[src/verilog/qbs_pkg.sv]
// qbs_pkg: shared constants for the burst-of-four sram core model
// assumes a single 20 MHz clock; half-cycle beats are carried as pairs
package qbs_pkg;
  localparam int unsigned DATA_W = 18;  // x18 word width
  localparam int unsigned ADDR_W = 4;   // default address width, small
  localparam int unsigned BURST_LEN = 4;  // fixed four-beat burst
  localparam int unsigned LO_LSB = 0;   // lower byte field start
  localparam int unsigned LO_W = 9;     // lower byte field width
  localparam int unsigned HI_LSB = 9;   // upper byte field start
  localparam int unsigned HI_W = 9;     // upper byte field width
  localparam int unsigned RD_LAT = 2;   // cycles from command to first beat
  localparam int unsigned WR_LAT = 2;   // cycles from command to first capture
  // burst slot state, gray along idle -> armed -> first half -> second half
  typedef enum logic [1:0] {
    QBS_IDLE = 2'h0,
    QBS_ARM = 2'h1,
    QBS_BEAT01 = 2'h3,
    QBS_BEAT23 = 2'h2
  } qbs_phase_t;
endpackage

[src/verilog/qbs_if.sv]
// qbs_if: carries one write beat pair from the port logic to storage
// assumes both ends run on the same clock
`timescale 1ns/100ps
interface qbs_if #(
  parameter int unsigned AW = 4
);
  logic we_a;                                // even beat write enable
  logic [AW-1:0] addr_a;                     // even beat address
  logic [qbs_pkg::DATA_W-1:0] data_a;        // even beat data
  logic [1:0] keep_a_n;                      // even beat byte masks, low writes
  logic we_b;                                // odd beat write enable
  logic [AW-1:0] addr_b;                     // odd beat address
  logic [qbs_pkg::DATA_W-1:0] data_b;        // odd beat data
  logic [1:0] keep_b_n;                      // odd beat byte masks
  logic [AW-1:0] raddr;                      // read base address of pair
  logic [qbs_pkg::DATA_W-1:0] rdata_a;       // word at raddr
  logic [qbs_pkg::DATA_W-1:0] rdata_b;       // word at raddr+1
  modport ctrl (output we_a, addr_a, data_a, keep_a_n, we_b, addr_b,
    data_b, keep_b_n, raddr, input rdata_a, rdata_b);
  modport mem (input we_a, addr_a, data_a, keep_a_n, we_b, addr_b,
    data_b, keep_b_n, raddr, output rdata_a, rdata_b);
endinterface

[src/verilog/qbs_sram.sv]
// qbs_sram: command, burst and byte-mask timing of a burst-of-four
// separate-port ddr sram, modelled at full-cycle rate
// assumes commands are sampled on each clock_i rising edge (true phase);
// the inverted-phase beats arrive as a second lane in the same cycle;
// the controller keeps same-type commands two edges apart and stops
// the clock only once every burst has finished
// the storage array is a separate module reached through qbs_if
//
// Summary of operation
// - read beats out two cycles after command
// - write beats captured two cycles after command
// - every burst is four words; a read taken on the last beat edge keeps beats 2/3 driven one extra cycle
// - stopped clock holds data states unchanged
// - back-to-back same-type command is discarded
// - read and write after idle: read only
// - low mask enables its byte lane
// - both masks high: beat leaves memory unchanged
// - burst addresses run base, +1, +2, +3
`timescale 1ns/100ps
module qbs_sram #(
  parameter int unsigned AW = qbs_pkg::ADDR_W
) (
  input wire logic clock_i,
  input wire logic resetn_i,
  input wire logic read_sel_n_i,               // read select, active low
  input wire logic write_sel_n_i,              // write select, active low
  input wire logic [AW-1:0] addr_i,            // burst base address
  input wire logic [qbs_pkg::DATA_W-1:0] wdata_rise_i, // true-edge beat
  input wire logic [qbs_pkg::DATA_W-1:0] wdata_fall_i, // inverted-edge beat
  input wire logic lower_byte_write_mask_n_rise_i,
  input wire logic upper_byte_write_mask_n_rise_i,
  input wire logic lower_byte_write_mask_n_fall_i,
  input wire logic upper_byte_write_mask_n_fall_i,
  output logic [qbs_pkg::DATA_W-1:0] rdata_rise_o, // beat 0 / 2
  output logic [qbs_pkg::DATA_W-1:0] rdata_fall_o, // beat 1 / 3
  output logic rdata_oe_n_o,                   // low while read data driven
  output logic rd_beat_first_o                 // high on beats 0/1
);
  typedef struct packed {
    qbs_pkg::qbs_phase_t rd_ph;       // read pipeline phase
    qbs_pkg::qbs_phase_t wr_ph;       // write pipeline phase
    logic [AW-1:0] rd_addr;           // registered read base
    logic [AW-1:0] wr_addr;           // registered write base
    // a command taken while the previous burst still runs waits here,
    // so the running burst keeps its own base until its last beat
    logic [AW-1:0] rd_base;           // base of the next read burst
    logic [AW-1:0] wr_base;           // base of the next write burst
    logic rd_prev;                    // read accepted last edge
    logic wr_prev;                    // write accepted last edge
    logic [qbs_pkg::DATA_W-1:0] rd_a; // driven rise beat
    logic [qbs_pkg::DATA_W-1:0] rd_b; // driven fall beat
    logic oe_n;                       // output enable, low drives
    logic first;                      // first half of read burst
  } qbs_sram_t;
  qbs_sram_t state_reg;  // all control state
  qbs_sram_t state_next; // next control state

  qbs_if #(.AW(AW)) mem_port (); // storage link
  logic rd_go; // read accepted this edge
  logic wr_go; // write accepted this edge

  // add a small offset to a burst base, wrapping in the address width
  function automatic logic [AW-1:0] qbs_offs(input logic [AW-1:0] base,
    input logic [1:0] k);
    return AW'(base + AW'(k));
  endfunction

  //////////////////////////////////////////////////////////////////////////
  // command acceptance; the previous-edge flags give the two-edge spacing
  // of same-type commands and the idle test for a colliding pair
  always_comb begin
    rd_go = !read_sel_n_i && !state_reg.rd_prev;
    // write ignored if same-type repeat, or colliding read after idle
    wr_go = !write_sel_n_i && !state_reg.wr_prev
      && !(rd_go && !state_reg.rd_prev && !state_reg.wr_prev);
  end

  //////////////////////////////////////////////////////////////////////////
  // next state: read and write pipelines run independently
  // each pipeline holds one running burst and at most one waiting burst
  always_comb begin
    state_next = state_reg;
    state_next.rd_prev = rd_go;
    state_next.wr_prev = wr_go;
    // storage port defaults: no write, addresses at the running base
    mem_port.we_a = 1'b0;
    mem_port.we_b = 1'b0;
    mem_port.addr_a = state_reg.wr_addr;
    mem_port.addr_b = state_reg.wr_addr;
    mem_port.data_a = wdata_rise_i;
    mem_port.data_b = wdata_fall_i;
    mem_port.keep_a_n = {upper_byte_write_mask_n_rise_i,
      lower_byte_write_mask_n_rise_i};
    mem_port.keep_b_n = {upper_byte_write_mask_n_fall_i,
      lower_byte_write_mask_n_fall_i};
    // read pipeline: arm at t+1, beats 0/1 at t+2, beats 2/3 at t+3;
    // the read address of the storage pair is decoded outside this
    // process so that the lookup does not loop back into it
    case (state_reg.rd_ph)
      // armed: the waiting base becomes the running base
      qbs_pkg::QBS_ARM: begin
        state_next.rd_addr = state_reg.rd_base;
        state_next.rd_ph = qbs_pkg::QBS_BEAT01;
      end
      // first half: words base and base+1 go out
      qbs_pkg::QBS_BEAT01: begin
        state_next.rd_a = mem_port.rdata_a;
        state_next.rd_b = mem_port.rdata_b;
        state_next.oe_n = 1'b0;
        state_next.first = 1'b1;
        state_next.rd_ph = qbs_pkg::QBS_BEAT23;
      end
      // second half: words base+2 and base+3 go out
      qbs_pkg::QBS_BEAT23: begin
        state_next.rd_a = mem_port.rdata_a;
        state_next.rd_b = mem_port.rdata_b;
        state_next.oe_n = 1'b0;
        state_next.first = 1'b0;
        state_next.rd_ph = qbs_pkg::QBS_IDLE;
        // a read taken on the last edge follows with no gap
        if (state_reg.rd_prev) begin
          state_next.rd_addr = state_reg.rd_base;
          state_next.rd_ph = qbs_pkg::QBS_BEAT01;
        end
      end
      // idle: outputs released, data left as it was
      default: begin
        state_next.oe_n = 1'b1;
        state_next.first = 1'b0;
        state_next.rd_ph = qbs_pkg::QBS_IDLE;
      end
    endcase
    // a new read parks its base; in the first half of a running burst
    // it leaves the phase alone, and the second half chains onto it
    if (rd_go) begin
      state_next.rd_base = addr_i;
      if (state_reg.rd_ph != qbs_pkg::QBS_BEAT01) begin
        state_next.rd_ph = qbs_pkg::QBS_ARM;
      end
    end
    // write pipeline: beats captured at t+2 and t+3
    case (state_reg.wr_ph)
      // armed: the waiting base becomes the running base
      qbs_pkg::QBS_ARM: begin
        state_next.wr_addr = state_reg.wr_base;
        state_next.wr_ph = qbs_pkg::QBS_BEAT01;
      end
      // first half: beats 0/1 land at base and base+1
      qbs_pkg::QBS_BEAT01: begin
        mem_port.we_a = 1'b1;
        mem_port.we_b = 1'b1;
        mem_port.addr_a = state_reg.wr_addr;
        mem_port.addr_b = qbs_offs(state_reg.wr_addr, 2'h1);
        state_next.wr_ph = qbs_pkg::QBS_BEAT23;
      end
      // second half: beats 2/3 land at base+2 and base+3
      qbs_pkg::QBS_BEAT23: begin
        mem_port.we_a = 1'b1;
        mem_port.we_b = 1'b1;
        mem_port.addr_a = qbs_offs(state_reg.wr_addr, 2'h2);
        mem_port.addr_b = qbs_offs(state_reg.wr_addr, 2'h3);
        state_next.wr_ph = qbs_pkg::QBS_IDLE;
        // a write taken on the last edge follows with no gap
        if (state_reg.wr_prev) begin
          state_next.wr_addr = state_reg.wr_base;
          state_next.wr_ph = qbs_pkg::QBS_BEAT01;
        end
      end
      // idle: nothing is written
      default: begin
        state_next.wr_ph = qbs_pkg::QBS_IDLE;
      end
    endcase
    // a new write parks its base the same way as a read does
    if (wr_go) begin
      state_next.wr_base = addr_i;
      if (state_reg.wr_ph != qbs_pkg::QBS_BEAT01) begin
        state_next.wr_ph = qbs_pkg::QBS_ARM;
      end
    end
  end

  //////////////////////////////////////////////////////////////////////////
  // state register; with no clock edges everything holds
  always_ff @(posedge clock_i) begin
    if (!resetn_i) begin
      state_reg.rd_ph <= qbs_pkg::QBS_IDLE;
      state_reg.wr_ph <= qbs_pkg::QBS_IDLE;
      state_reg.rd_addr <= '0;
      state_reg.wr_addr <= '0;
      state_reg.rd_base <= '0;
      state_reg.wr_base <= '0;
      state_reg.rd_prev <= 1'b0;
      state_reg.wr_prev <= 1'b0;
      state_reg.rd_a <= '0;
      state_reg.rd_b <= '0;
      state_reg.oe_n <= 1'b1;
      state_reg.first <= 1'b0;
    end else begin
      state_reg <= state_next;
    end
  end

  // read pair address: base in the first half, base+2 in the second;
  // kept out of the next-state process, which reads the looked-up pair
  assign mem_port.raddr = (state_reg.rd_ph == qbs_pkg::QBS_BEAT23) ?
    qbs_offs(state_reg.rd_addr, 2'h2) : state_reg.rd_addr;

  // storage array
  qbs_store #(.AW(AW)) u_store (
    .clock_i(clock_i),
    .resetn_i(resetn_i),
    .port(mem_port.mem)
  );

  // outputs straight from flip-flops
  // read data keeps its last value while the outputs are released
  assign rdata_rise_o = state_reg.rd_a;
  assign rdata_fall_o = state_reg.rd_b;
  assign rdata_oe_n_o = state_reg.oe_n;
  assign rd_beat_first_o = state_reg.first;
endmodule

[src/verilog/qbs_store.sv]
// qbs_store: flip-flop array with per-byte masked two-beat write
// assumes the controller never writes one address twice in a cycle
`timescale 1ns/100ps
module qbs_store #(
  parameter int unsigned AW = 4
) (
  input wire logic clock_i,
  input wire logic resetn_i,
  qbs_if.mem port
);
  localparam int unsigned DEPTH = 1 << AW;
  typedef struct packed {
    logic [DEPTH-1:0][qbs_pkg::DATA_W-1:0] mem;
  } qbs_store_t;
  qbs_store_t state_reg;  // memory contents
  qbs_store_t state_next; // next contents

  // merge one beat into a word under its byte masks
  function automatic logic [qbs_pkg::DATA_W-1:0] qbs_merge(
    input logic [qbs_pkg::DATA_W-1:0] old_w,
    input logic [qbs_pkg::DATA_W-1:0] new_w,
    input logic [1:0] keep_n);
    logic [qbs_pkg::DATA_W-1:0] r;
    r = old_w;
    if (!keep_n[0]) begin
      r[qbs_pkg::LO_LSB +: qbs_pkg::LO_W] =
        new_w[qbs_pkg::LO_LSB +: qbs_pkg::LO_W];
    end
    if (!keep_n[1]) begin
      r[qbs_pkg::HI_LSB +: qbs_pkg::HI_W] =
        new_w[qbs_pkg::HI_LSB +: qbs_pkg::HI_W];
    end
    return r;
  endfunction

  //////////////////////////////////////////////////////////////////////////
  // next contents: both masks high leave the word untouched
  always_comb begin
    state_next = state_reg;
    if (port.we_a) begin
      state_next.mem[port.addr_a] = qbs_merge(state_reg.mem[port.addr_a],
        port.data_a, port.keep_a_n);
    end
    if (port.we_b) begin
      state_next.mem[port.addr_b] = qbs_merge(state_next.mem[port.addr_b],
        port.data_b, port.keep_b_n);
    end
  end

  // register contents, cleared by reset
  always_ff @(posedge clock_i) begin
    if (!resetn_i) begin
      state_reg <= '0;
    end else begin
      state_reg <= state_next;
    end
  end

  // read pair, combinational lookup
  assign port.rdata_a = state_reg.mem[port.raddr];
  assign port.rdata_b = state_reg.mem[AW'(port.raddr + AW'(1))];
endmodule
[config.mk]
export PLATFORM = sky130hd
export DESIGN_NAME = qbs_sram
export DESIGN_NICKNAME = d
export VERILOG_FILES = /design/src/verilog/qbs_pkg.sv /design/src/verilog/qbs_if.sv /design/src/verilog/qbs_sram.sv /design/src/verilog/qbs_store.sv
export SDC_FILE = /design/constraint.sdc
export NUM_CORES = 2
export LEC_CHECK = 0
export ABC_CLOCK_PERIOD_IN_PS = 5290
export CORE_MARGIN = 4
export CORE_UTILIZATION = 39
export DETAILED_ROUTE_END_ITERATION = 10
export DONT_BUFFER_PORTS = 1
export PLACE_DENSITY_LB_ADDON = 0.2
export SLEW_MARGIN = 10
export SYNTH_ARGS = -nofsm -noshare
export SYNTH_HDL_FRONTEND = slang
export SYNTH_SLANG_ARGS = --single-unit
[constraint.sdc]
create_clock -name clock_i -period 5.29 [get_ports clock_i]
set_clock_uncertainty 0.1 [all_clocks]
set_input_delay 1.058 -clock clock_i [delete_from_list [all_inputs] [get_ports clock_i]]
set_output_delay 1.058 -clock clock_i [all_outputs]
set_load 0.005 [all_outputs]
==> impl_metrics.py <==
metrics = {
    "cells_and_area": {
        "syn_to_final_growth_pct": 10.22,
        "final_nets": 2824,
        "fin_util_pct": 43.60,
        "n_fill_cell": 6605,
        "drive_above_1_share_pct": 23.01,
        "final-instance-count-excl-fill": 3738,
        "largest_reg_flops": 288,
        "final_area_sq_mm": 0.03011,
    },
    "sta": {
        "hold_ws_ns": 0.3980,
        "worstMarginPinSlew_ns": 1.290,
        "tns_ns": 0,
        "setup_viol": 0,
        "drv_slew": 0,
        "fmax_ghz": 0.1978,
        "setup_slack_ns": 0.2337,
        "relSlewSlack_pct": 13.54,
        "period_minus_slack_ns": 5.056,
        "final_hold_viol_count": 0,
        "rsz0062_at_grt": "false",
        "timing.final.crit_share_pct": 95.58,
    },
    "synth": {
        "ys.flop_type": "dfxtp_1",
        "netlist_top_cells_area": "dfxtp_1 (26%), mux4_2 (21%), mux2i_1 (9.0%)",
        "synth.distinct_cells": 100,
        "async_flop_share_pct": 0,
        "yosys_warnings": 0,
        "syn_area_per_cell_sq_um": 9.489,
        "synth-seq-cells": 348,
        "synth_area_sq_mm": 0.02732,
        "synth-edff-count": 0,
        "synthTopCellsByCount": "dfxtp_1 (348), mux4_2 (252), nand2_1 (246)",
        "yosysMostFrequentCell": "dfxtp_1",
        "synth_top_area_share_pct": 25.50,
        "syn-num-nets": 2934,
        "syn-instance-count": 2879,
        "yosys.area.top_type": "dfxtp_1",
        "ys_seq_area_share_pct": 25.50,
    },
    "global_route": {
        "grt_pass1_vias": 26490,
        "gr-total-overflow": 0,
        "grt_max_degree": 67,
        "grt_pass1_wl_microns": 201400,
        "antenna_found_initial": 12,
        "grt_usage_pct": 37.47,
    },
    "placement": {
        "io_buffers": 0,
        "place_hpwl_microns": 96650,
        "place_ws_ns": 0.4990,
        "place_congestion": 1.023,
        "dp_cells": 3654,
        "placed_cell_area_sq_mm": 0.02858,
    },
    "floorplan": {
        "start_util_pct": 39.55,
        "core_region_area_sq_mm": 0.06907,
        "placementRows": 96,
        "die_area_sq_mm": 0.07435,
        "fp.dieH_microns": 272.7,
        "ios": 86,
        "die_x_microns": 272.7,
    },
    "setup_path": {
        "worstPathRequired_ns": 5.73,
        "r2r-start": "state_reg[50]$_SDFFE_PN0P_",
        "rrSetupSlack_ns": 0.23,
        "regToRegEndpoint": "u_store.state_reg[110]$_SDFF_PN0_",
        "worst_ep_arrival_time_ns": 5.49,
        "start_kind": "register",
        "rr_worst_depth": 11,
        "crit_path_max_fanout": 15,
        "setup.worst_path.end_class": "register",
        "critPathKind": "register to register",
    },
    "clock_network": {
        "cts_max_level": 2,
        "cts-root-buf": "clkbuf_16",
        "cts_tree": "built",
        "cts_hold_buf": 0,
        "clk_pin_slew_worst_paths_ns": 0.06,
        "clock_path_buffers": 3,
        "cts_resized": 0,
        "clock_latency_ns": 0.62,
        "cts_setup_buffers": 0,
        "numCtsBuffers": 44,
        "clock_sinks": 348,
    },
    "routing": {
        "ant_nets": 0,
        "first_pass_iters": 8,
        "drt_iter0_drc": 4635,
        "via_per_inst": 7.512,
        "num_vias": 28080,
        "routedWlPerCell_microns": 38.69,
        "drcViolationCount": 0,
        "finalWirelength_microns": 144600,
    },
    "worst_hold_path": {
        "hold_path_end": "state_reg[47]$_SDFFE_PN0P_",
        "whs_path_depth": 2,
        "hold_class": "register to register",
        "hold_start": "state_reg[47]$_SDFFE_PN0P_",
    },
    "job": {
        "maxCapViolCount": 0,
    },
    "status": {
        "status": "complete, no violations",
    },
    "power_and_ir_drop": {
        "power.density_mw_per_mm2": 235.7,
        "peakVddDrop_mv": 0.2026,
        "power.leakage_nw": 10.10,
        "total_power_mw": 7.097,
    },
}
-- routing by layer --
layer / vias up / global-route usage [%] / part of all wire (%)
met1: 13840 / 47.41 / 37
li1: 11240 / - / -
met2: 2419 / 53.29 / 41
met4: 12 / 21.77 / 6.6
met3: 578 / 15.92 / 15
met5: - / 0 / 0.056
-- cells in the final DEF (no fill, tap or decap), types with 12 or more instances in the layout --
| cell type | instances |
|---|---|
| dfxtp_1 | 345 |
| mux4_2 | 252 |
| nand2_1 | 245 |
| mux2i_1 | 244 |
| nor2_1 | 214 |
| buf_4 | 175 |
| o22ai_1 | 165 |
| nand3_1 | 115 |
| o21ai_0 | 114 |
| a21oi_1 | 113 |
| o32ai_1 | 96 |
| o211ai_1 | 89 |
| o31ai_1 | 56 |
| clkbuf_16 | 44 |
| o21a_1 | 36 |
| mux2_2 | 30 |
| a22oi_1 | 28 |
| o22a_1 | 28 |
| nand4_1 | 21 |
| a31oi_1 | 20 |
| o221ai_1 | 19 |
| a32oi_1 | 19 |
| inv_1 | 17 |
| nor3_1 | 16 |
| and2_1 | 15 |
| a211oi_2 | 14 |
| o21ai_1 | 13 |
| a22oi_2 | 13 |
| a211oi_1 | 12 |
-- final cells by class --
cell class              count  area, sq um  area share (%)
multi-input cells        2171        18840           62.57
flip-flops and latches    348         6975           23.17
repair buffers            186         1534           5.094
clock buffers              53         1185           3.935
well taps                 931         1165           3.869
clock inverters            23        324.1           1.076
inverters                  18        67.56          0.2244
diodes                      8        20.02         0.06648
-- worst max path at each step --
stage | from | endpoint | slack, ns | cells past startpoint
floorplan | state_reg[59]$_SDFF_PN0_ | rdata_fall_o[10]$_SDFFE_PN0N_ | 1.42 | 12
global placement | state_reg[50]$_SDFFE_PN0P_ | u_store.state_reg[100]$_SDFF_PN0_ | 0.63 | 9
detailed placement | state_reg[49]$_SDFFE_PN0P_ | u_store.state_reg[95]$_SDFF_PN0_ | 0.50 | 12
CTS | state_reg[49]$_SDFFE_PN0P_ | u_store.state_reg[149]$_SDFF_PN0_ | 0.46 | 12
global route | state_reg[50]$_SDFFE_PN0P_ | u_store.state_reg[95]$_SDFF_PN0_ | 0.20 | 12
finish | state_reg[50]$_SDFFE_PN0P_ | u_store.state_reg[110]$_SDFF_PN0_ | 0.23 | 11
-- cells by family (layout without fill, tap and decap cells) --
logic type / after synthesis / after routing / share of synthesized area (%)
other: 0 / 8 / 0
AO/OA/AOI/OAI: 939 / 939 / 25.18
multiplexers: 529 / 529 / 31.07
flip-flops: 348 / 348 / 25.50
AND/OR/NAND/NOR: 689 / 689 / 11.25
buffers and inverters: 360 / 280 / 6.343
XOR/XNOR: 7 / 7 / 0.3343
adder cells (fa/ha/maj): 7 / 7 / 0.3206
-- critical path: stages (launching register included) --
cell and delay [ns]:
dfxtp_1 0.64, ha_1 0.41, nand4bb_1 0.48, o22ai_4 0.83, buf_4 0.36, nand4_1 0.89, o21ai_0 0.50, a211oi_1 0.08
nand4_1 0.21, o21bai_1 0.09, buf_4 0.20, o22ai_1 0.18
-- power by group --
part           switching, mW  internal (mW)  leakage (nW)
clock                   1.32           1.94         0.737
combinational          0.815          0.346          6.56
sequential            0.0370           2.64          2.81
(Power assumes the default switching activity.)
